--- src/core/icc_defs.svh ---
// register offsets, field positions, reset values and bus codes for the interrupt config block
`ifndef ICC_DEFS_SVH
`define ICC_DEFS_SVH

`define ICC_ADDR_W        8
`define ICC_CTRL_ADDR     8'h00
`define ICC_STAT_ADDR     8'h04
`define ICC_MASK_ADDR     8'h08

`define ICC_VECTOR_MODE_SELECT_BIT      12
`define ICC_TPC_HI        10
`define ICC_TPC_LO        8
`define ICC_EP_HI         4
`define ICC_EP_LO         0
`define ICC_NUM_EXT       5
`define ICC_PROX_BIT      5

`define ICC_CTRL_MASK     32'h0000_171f
`define ICC_CTRL_RST      32'h0000_0000
`define ICC_STAT_MASK     32'h0000_003f
`define ICC_STAT_RST      32'h0000_0000
`define ICC_MASK_RST      32'h0000_0000

`define ICC_TPC_OFF       3'h0
`define ICC_TPC_ONLY1     3'h1
`define ICC_PRIO_ONE      3'h1

`define ICC_RESP_OKAY     2'h0
`define ICC_RESP_SLVERR   2'h2

`endif

--- src/core/icc_pkg.sv ---
// types shared by the interrupt config block
package icc_pkg;

  typedef enum logic [1:0] {
    ICC_WR_IDLE = 2'h1,
    ICC_WR_RESP = 2'h2
  } icc_wr_state_type;

  typedef enum logic [1:0] {
    ICC_RD_IDLE = 2'h1,
    ICC_RD_DATA = 2'h2
  } icc_rd_state_type;

endpackage

--- src/core/icc_edge_det.sv ---
// pin synchroniser and selectable edge detector for one external interrupt
`timescale 1ns/1ns
`include "icc_defs.svh"

module icc_edge_det
  import icc_pkg::*;
(
  // clock and reset
  input  wire logic aclk,
  input  wire logic aresetn,
  // pin and edge choice
  input  wire logic pin,
  input  wire logic edge_sel,
  // request toward flag logic
  output logic      pulse
);

  logic sync1;
  logic sync2;
  logic prev;
  logic next_pulse;

  // compare only synchronised samples; sync1 feeds sync2 alone
  always_comb begin
    if (edge_sel) begin
      next_pulse = sync2 & ~prev;
    end else begin
      next_pulse = ~sync2 & prev;
    end
  end

  always_ff @(posedge aclk) begin
    if (!aresetn) begin
      sync1 <= 1'b0;
      sync2 <= 1'b0;
      prev  <= 1'b0;
      pulse <= 1'b0;
    end else begin
      sync1 <= pin;
      sync2 <= sync1;
      prev  <= sync2;
      pulse <= next_pulse;
    end
  end
endmodule

--- src/core/icc_top.sv ---
// interrupt control configuration register, external edge detect and proximity start
// Operation
// - bit 12 one selects multi-vector dispatch
// - threshold 000 keeps proximity timer disabled
// - threshold 001: only priority 1 starts
// - threshold 010-111: priority <= threshold starts
// - ext input 0 edge by bit 0
// - ext input 1 edge by bit 1
// - ext input 2 edge by bit 2
// - ext input 3 edge by bit 3
// - ext input 4 edge by bit 4
// - unimplemented control bits read zero, ignore writes
`timescale 1ns/1ns
`include "icc_defs.svh"

module icc_top
  import icc_pkg::*;
(
  // clock and reset
  input  wire logic                     aclk,
  input  wire logic                     aresetn,
  // axi4-lite write address
  input  wire logic [`ICC_ADDR_W-1:0]   s_axi_awaddr,
  input  wire logic                     s_axi_awvalid,
  output logic                          s_axi_awready,
  // axi4-lite write data
  input  wire logic [31:0]              s_axi_wdata,
  input  wire logic [3:0]               s_axi_wstrb,
  input  wire logic                     s_axi_wvalid,
  output logic                          s_axi_wready,
  // axi4-lite write response
  output logic [1:0]                    s_axi_bresp,
  output logic                          s_axi_bvalid,
  input  wire logic                     s_axi_bready,
  // axi4-lite read address
  input  wire logic [`ICC_ADDR_W-1:0]   s_axi_araddr,
  input  wire logic                     s_axi_arvalid,
  output logic                          s_axi_arready,
  // axi4-lite read data
  output logic [31:0]                   s_axi_rdata,
  output logic [1:0]                    s_axi_rresp,
  output logic                          s_axi_rvalid,
  input  wire logic                     s_axi_rready,
  // external interrupt pins
  input  wire logic [`ICC_NUM_EXT-1:0]  ext_irq_pin,
  // interrupt taken by the controller
  input  wire logic                     irq_taken,
  input  wire logic [2:0]               irq_group_priority,
  // toward core and flag logic
  output logic                          vector_mode_select,
  output logic                          prox_timer_start,
  output logic [`ICC_NUM_EXT-1:0]       ext_irq_req,
  output logic                          irq
);

  icc_wr_state_type          wr_state;
  icc_wr_state_type          next_wr_state;
  icc_rd_state_type          rd_state;
  icc_rd_state_type          next_rd_state;
  logic                      aw_have;
  logic                      next_aw_have;
  logic                      w_have;
  logic                      next_w_have;
  logic [`ICC_ADDR_W-1:0]    wr_addr;
  logic [`ICC_ADDR_W-1:0]    next_wr_addr;
  logic [31:0]               wr_data;
  logic [31:0]               next_wr_data;
  logic [3:0]                wr_strb;
  logic [3:0]                next_wr_strb;
  logic [`ICC_ADDR_W-1:0]    rd_addr;
  logic [`ICC_ADDR_W-1:0]    next_rd_addr;
  logic                      next_awready;
  logic                      next_wready;
  logic                      next_arready;
  logic                      next_bvalid;
  logic [1:0]                next_bresp;
  logic                      next_rvalid;
  logic [1:0]                next_rresp;
  logic [31:0]               next_rdata;
  logic [31:0]               ctrl;
  logic [31:0]               next_ctrl;
  logic [31:0]               status;
  logic [31:0]               next_status;
  logic [31:0]               mask;
  logic [31:0]               next_mask;
  logic                      next_irq;
  logic                      next_prox;
  logic [31:0]               strb_bits;
  logic [31:0]               events;
  logic                      wr_fire;
  logic [2:0]                tpc;
  logic [`ICC_NUM_EXT-1:0]   edge_sel;
  logic [`ICC_NUM_EXT-1:0]   edge_pulse;

  assign tpc                = ctrl[`ICC_TPC_HI:`ICC_TPC_LO];
  assign edge_sel           = ctrl[`ICC_EP_HI:`ICC_EP_LO];
  assign vector_mode_select = ctrl[`ICC_VECTOR_MODE_SELECT_BIT];
  assign ext_irq_req        = edge_pulse;

  // one detector per pin; bit i of the edge field steers input i
  genvar gi;
  generate
    for (gi = 0; gi < `ICC_NUM_EXT; gi = gi + 1) begin : g_ext
      icc_edge_det u_edge (
        .aclk     (aclk),
        .aresetn  (aresetn),
        .pin      (ext_irq_pin[gi]),
        .edge_sel (edge_sel[gi]),
        .pulse    (edge_pulse[gi])
      );
    end
  endgenerate

  // proximity start decision, registered so the output is a clean pulse
  always_comb begin
    next_prox = 1'b0;
    if (irq_taken) begin
      case (tpc)
        `ICC_TPC_OFF: begin
          next_prox = 1'b0;
        end
        `ICC_TPC_ONLY1: begin
          next_prox = (irq_group_priority == `ICC_PRIO_ONE);
        end
        default: begin
          next_prox = (irq_group_priority <= tpc);
        end
      endcase
    end
  end

  // bus channels, register writes and status flags
  always_comb begin
    next_wr_state = wr_state;
    next_rd_state = rd_state;
    next_aw_have  = aw_have;
    next_w_have   = w_have;
    next_wr_addr  = wr_addr;
    next_wr_data  = wr_data;
    next_wr_strb  = wr_strb;
    next_rd_addr  = rd_addr;
    next_bvalid   = s_axi_bvalid;
    next_bresp    = s_axi_bresp;
    next_rvalid   = s_axi_rvalid;
    next_rresp    = s_axi_rresp;
    next_rdata    = s_axi_rdata;
    next_ctrl     = ctrl;
    next_mask     = mask;
    strb_bits     = {{8{wr_strb[3]}}, {8{wr_strb[2]}}, {8{wr_strb[1]}}, {8{wr_strb[0]}}};
    events        = {26'h0, next_prox, edge_pulse};
    next_status   = status;
    wr_fire       = 1'b0;
    case (wr_state)
      ICC_WR_IDLE: begin
        if (s_axi_awvalid && s_axi_awready) begin
          next_aw_have = 1'b1;
          next_wr_addr = s_axi_awaddr;
        end
        if (s_axi_wvalid && s_axi_wready) begin
          next_w_have  = 1'b1;
          next_wr_data = s_axi_wdata;
          next_wr_strb = s_axi_wstrb;
        end
        // both halves held: commit and answer on the next edge
        if (aw_have && w_have) begin
          wr_fire       = 1'b1;
          next_aw_have  = 1'b0;
          next_w_have   = 1'b0;
          next_bvalid   = 1'b1;
          next_bresp    = `ICC_RESP_OKAY;
          next_wr_state = ICC_WR_RESP;
          case (wr_addr)
            `ICC_CTRL_ADDR: begin
              next_ctrl = ((ctrl & ~strb_bits) | (wr_data & strb_bits))
                          & `ICC_CTRL_MASK;
            end
            `ICC_STAT_ADDR: begin
              next_status = status & ~(wr_data & strb_bits);
            end
            `ICC_MASK_ADDR: begin
              next_mask = ((mask & ~strb_bits) | (wr_data & strb_bits)) & `ICC_STAT_MASK;
            end
            default: begin
              next_bresp = `ICC_RESP_SLVERR;
            end
          endcase
        end
      end
      ICC_WR_RESP: begin
        if (s_axi_bready) begin
          next_bvalid   = 1'b0;
          next_wr_state = ICC_WR_IDLE;
        end
      end
      default: begin
        next_wr_state = ICC_WR_IDLE;
      end
    endcase
    // a new event wins over a clear in the same cycle
    next_status = (next_status | events) & `ICC_STAT_MASK;
    case (rd_state)
      ICC_RD_IDLE: begin
        if (s_axi_arvalid && s_axi_arready) begin
          next_rd_addr  = s_axi_araddr;
          next_rvalid   = 1'b1;
          next_rresp    = `ICC_RESP_OKAY;
          next_rd_state = ICC_RD_DATA;
          case (s_axi_araddr)
            `ICC_CTRL_ADDR: begin
              next_rdata = ctrl & `ICC_CTRL_MASK;
            end
            `ICC_STAT_ADDR: begin
              next_rdata = status;
            end
            `ICC_MASK_ADDR: begin
              next_rdata = mask;
            end
            default: begin
              next_rdata = 32'h0000_0000;
              next_rresp = `ICC_RESP_SLVERR;
            end
          endcase
        end
      end
      ICC_RD_DATA: begin
        if (s_axi_rready) begin
          next_rvalid   = 1'b0;
          next_rd_state = ICC_RD_IDLE;
        end
      end
      default: begin
        next_rd_state = ICC_RD_IDLE;
      end
    endcase
    next_awready = (next_wr_state == ICC_WR_IDLE) && !next_aw_have && !wr_fire;
    next_wready  = (next_wr_state == ICC_WR_IDLE) && !next_w_have && !wr_fire;
    next_arready = (next_rd_state == ICC_RD_IDLE) && !(s_axi_arvalid && s_axi_arready);
    next_irq     = |(next_status & next_mask);
  end

  always_ff @(posedge aclk) begin
    if (!aresetn) begin
      wr_state         <= ICC_WR_IDLE;
      rd_state         <= ICC_RD_IDLE;
      aw_have          <= 1'b0;
      w_have           <= 1'b0;
      wr_addr          <= 8'h00;
      wr_data          <= 32'h0000_0000;
      wr_strb          <= 4'h0;
      rd_addr          <= 8'h00;
      s_axi_awready    <= 1'b0;
      s_axi_wready     <= 1'b0;
      s_axi_arready    <= 1'b0;
      s_axi_bvalid     <= 1'b0;
      s_axi_bresp      <= `ICC_RESP_OKAY;
      s_axi_rvalid     <= 1'b0;
      s_axi_rresp      <= `ICC_RESP_OKAY;
      s_axi_rdata      <= 32'h0000_0000;
      ctrl             <= `ICC_CTRL_RST;
      status           <= `ICC_STAT_RST;
      mask             <= `ICC_MASK_RST;
      irq              <= 1'b0;
      prox_timer_start <= 1'b0;
    end else begin
      wr_state         <= next_wr_state;
      rd_state         <= next_rd_state;
      aw_have          <= next_aw_have;
      w_have           <= next_w_have;
      wr_addr          <= next_wr_addr;
      wr_data          <= next_wr_data;
      wr_strb          <= next_wr_strb;
      rd_addr          <= next_rd_addr;
      s_axi_awready    <= next_awready;
      s_axi_wready     <= next_wready;
      s_axi_arready    <= next_arready;
      s_axi_bvalid     <= next_bvalid;
      s_axi_bresp      <= next_bresp;
      s_axi_rvalid     <= next_rvalid;
      s_axi_rresp      <= next_rresp;
      s_axi_rdata      <= next_rdata;
      ctrl             <= next_ctrl;
      status           <= next_status;
      mask             <= next_mask;
      irq              <= next_irq;
      prox_timer_start <= next_prox;
    end
  end
endmodule

--- config.mk ---
export PLATFORM = sky130hd
export DESIGN_NAME = icc_top
export DESIGN_NICKNAME = d
export VERILOG_FILES = /design/src/core/icc_pkg.sv /design/src/core/icc_edge_det.sv /design/src/core/icc_top.sv
export VERILOG_INCLUDE_DIRS = /design/src /design/src/core
export SDC_FILE = /design/constraint.sdc
export NUM_CORES = 1
export LEC_CHECK = 0
export BUFFER_PORTS_ARGS = -buffer_cell sky130_fd_sc_hd__buf_2
export CAP_MARGIN = 20
export CORE_MARGIN = 4
export CORE_UTILIZATION = 54
export CTS_CLUSTER_SIZE = 25
export DETAILED_ROUTE_END_ITERATION = 16
export PLACE_DENSITY = 0.82
export RECOVER_POWER = 50
export SLEW_MARGIN = 20
export SYNTH_ARGS = -nofsm -noshare
export SYNTH_HDL_FRONTEND = slang
export SYNTH_SLANG_ARGS = --single-unit
--- constraint.sdc ---
create_clock -name aclk -period 6.5 [get_ports aclk]
set_input_delay 1.3 -clock aclk [delete_from_list [all_inputs] [get_ports aclk]]
set_output_delay 1.3 -clock aclk [all_outputs]
set_load 0.03 [all_outputs]
==> run metrics <==
pwr dens=310 mW/mm²; row cnt=29; actual slew at the worst max-slew pin=1.21 ns; # H-tree levels=3; layout cells sized above 1=15.2%; clk sink count=86; Max Transition Viols Final=0; skew final=0.00682 ns; First-pass DRT Iterations=4; initial antenna violation count=0; Root Buffer=clkbuf_8; non-filler cells, final=565; Die Span Y=90.4 µm; Util after Layout=63.2%; CTS Buffer Depth=2; largest net degree at the start of global routing=35; Routed Antenna Nets=0; nets@finish=558; ys flop type=dfxtp_1; post-synth top area cell=dfxtp_1; Detailed Route Iter0 Violations=112; worst-path fanout max=34; Crit Path Category=in2reg; clock-pin slew on the worst setup and hold paths=0.09 ns; arrival time worst endpoint=3.85 ns; die area=0.00817 mm²; status=completed; startpoint types=primary input; Post-CTS Setup Inserts=0; max cap viols=0; WP data required=6.74 ns; multi-input logic area=0.00169 mm²; HP Class=reg2reg; diode count=0; vias=2,973; Pleak=1.66 nW; FMAX=277 MHz; setup TNS=0 ns; vias per std cell=5.26; first-pass GRT wire length=12,500 µm; total congestion overflow=0; Yosys cell types=39; min-delay src=g_ext[4].u_edge.sync1; top post-synthesis cells by area=dfxtp_1 (47%), nand2_1 (6.9%), a21oi_1 (6.6%), buf_4 (5.9%), and2_1 (4.8%); I/O pin total=117; Die W=90.4 µm; total placed instance area=0.00391 mm²; area grow syn2layout=11.3%; Pwr Total=1.26 mW; CTS tree=built; Setup crit end kind=flip-flop; synthesis-stage register bit count=86; WL/cell=13.2 µm; R2R setup slack=3.91 ns; CTS Buf Count=9; post-synth top area share=47.0%; Initial Util=56.7%; # placed instances=549; RSZ-0062 raised after global routing=false; worst vdd ir=0.153 mV; port buffer count=68; DRC Markers=0; FF/Latch Area=0.00172 mm²; HPWL after detailed placement=5550 µm; Worst slew margin=19.4%; core footprint=0.00646 mm²; number of synthesized flops with an enable pin=0; Tmin final=3.61 ns; synth warn=0; sequential share of the synthesized area=47.0%; R2R Path Start=wr_state[1]; period utilization=55.5%; synthesized area=0.00366 mm²; Hold Buf Count CTS=0; number of global-route vias before repair=2,840; Mapped Cells=426; Post-CTS Resized=0; Fillers=563; Overall Global Routing Usage=18.6%; Async SR Flop Fraction=0%; final worst slack=2.89 ns; CP Launch Point=aresetn; Final Hold Fails=0; hold_ws=0.442 ns; Final setup violation count=0; drt total wl=7480 µm; post-route cell area=0.00408 mm²; Mean Syn Cell Area=8.60 µm²; Final Wtd Congestion=0.765; clk_lat worst skew=0.35 ns; Place WS=3.26 ns
[cell type report]
class,instances,share of cell area (%)
Clock buffer,9,3.04
Clock inverter,7,1.99
Inverter,13,1.20
Multi-Input combinational cell,304,41.5
Sequential cell,86,42.2
Tap cell,77,2.36
Timing Repair Buffer,69,7.73
[synthesized netlist by cell type (all sizes together) (2+ instances only)]
cell type / n
a211o: 2
a21boi: 2
a21oi: 48
a22oi: 5
a31oi: 4
and2: 28
and3: 5
and3b: 2
buf: 30
clkbuf: 16
dfxtp: 86
ha: 7
inv: 12
mux2: 4
mux2i: 11
nand2: 67
nand2b: 4
nand3: 6
nand3b: 7
nor2: 38
nor2b: 3
nor3: 3
nor4: 7
o21ai: 11
or2: 2
or3b: 5
or4: 4
[power breakdown]
part	internal [mW]	total (mW)	switching, mW	leakage [nW]
Clock	0.184	0.385	0.201	0.106
Sequential	0.577	0.612	0.0352	0.699
Combinational	0.0839	0.268	0.184	0.853
Total	0.844	1.26	0.420	1.66
[placed cells by master (no fill, tap or decap), types with 3 or more instances in the layout]
master / Yosys / routed
clkbuf_1: 16 / 26
dfxtp_1: 86 / 86
nand3b_1: 7 / 7
nor4_1: 6 / 6
or3b_2: 5 / 5
and2_0: 0 / 11
conb_1: 1 / 24
ha_1: 7 / 7
nand2b_1: 4 / 4
buf_2: 0 / 42
and2_1: 28 / 17
nor3_1: 3 / 3
a21oi_1: 48 / 48
a31oi_1: 4 / 4
nand2_1: 67 / 67
nor2b_1: 3 / 3
a22oi_1: 4 / 4
nor2_1: 38 / 38
inv_1: 12 / 12
and3_1: 5 / 5
clkbuf_8: 0 / 9
nand3_1: 6 / 6
mux2i_1: 11 / 11
o21ai_0: 11 / 11
[worst max-delay path: stages]
cell and delay [ns]:
clkbuf_1 0.86, clkinv_1 0.94, buf_4 0.49, a211o_1 0.25
[worst paths after layout]
| kind | endpoint | depth (start not counted) |
|---|---|---|
| max | wr_state[0] | 4 |
| min | g_ext[4].u_edge.sync2 | 1 |
| max reg2reg | irq | 7 |
| min reg2reg | g_ext[4].u_edge.sync2 | 1 |
[cells by family after synthesis]
kind of cell               Yosys count  synth area share [%]
other                                1                 0.102
DFF                                 86                  47.0
muxes                               15                  4.44
and+or+nand+nor                    182                  25.1
AOI/OAI and AO/OA                   76                  11.7
buffers and inverters               59                  9.22
adders and majority gates            7                  2.39
[per-layer routing]
metal	wire, µm	global-route usage [%]	vias to the layer above
li1	-	-	1498
met1	3300	21.7	1382
met2	3680	32.4	84
met5	0	0	-
met4	88	5.87	0
met3	412	6.00	9
No activity file was read; power rests on OpenSTA's default activity.
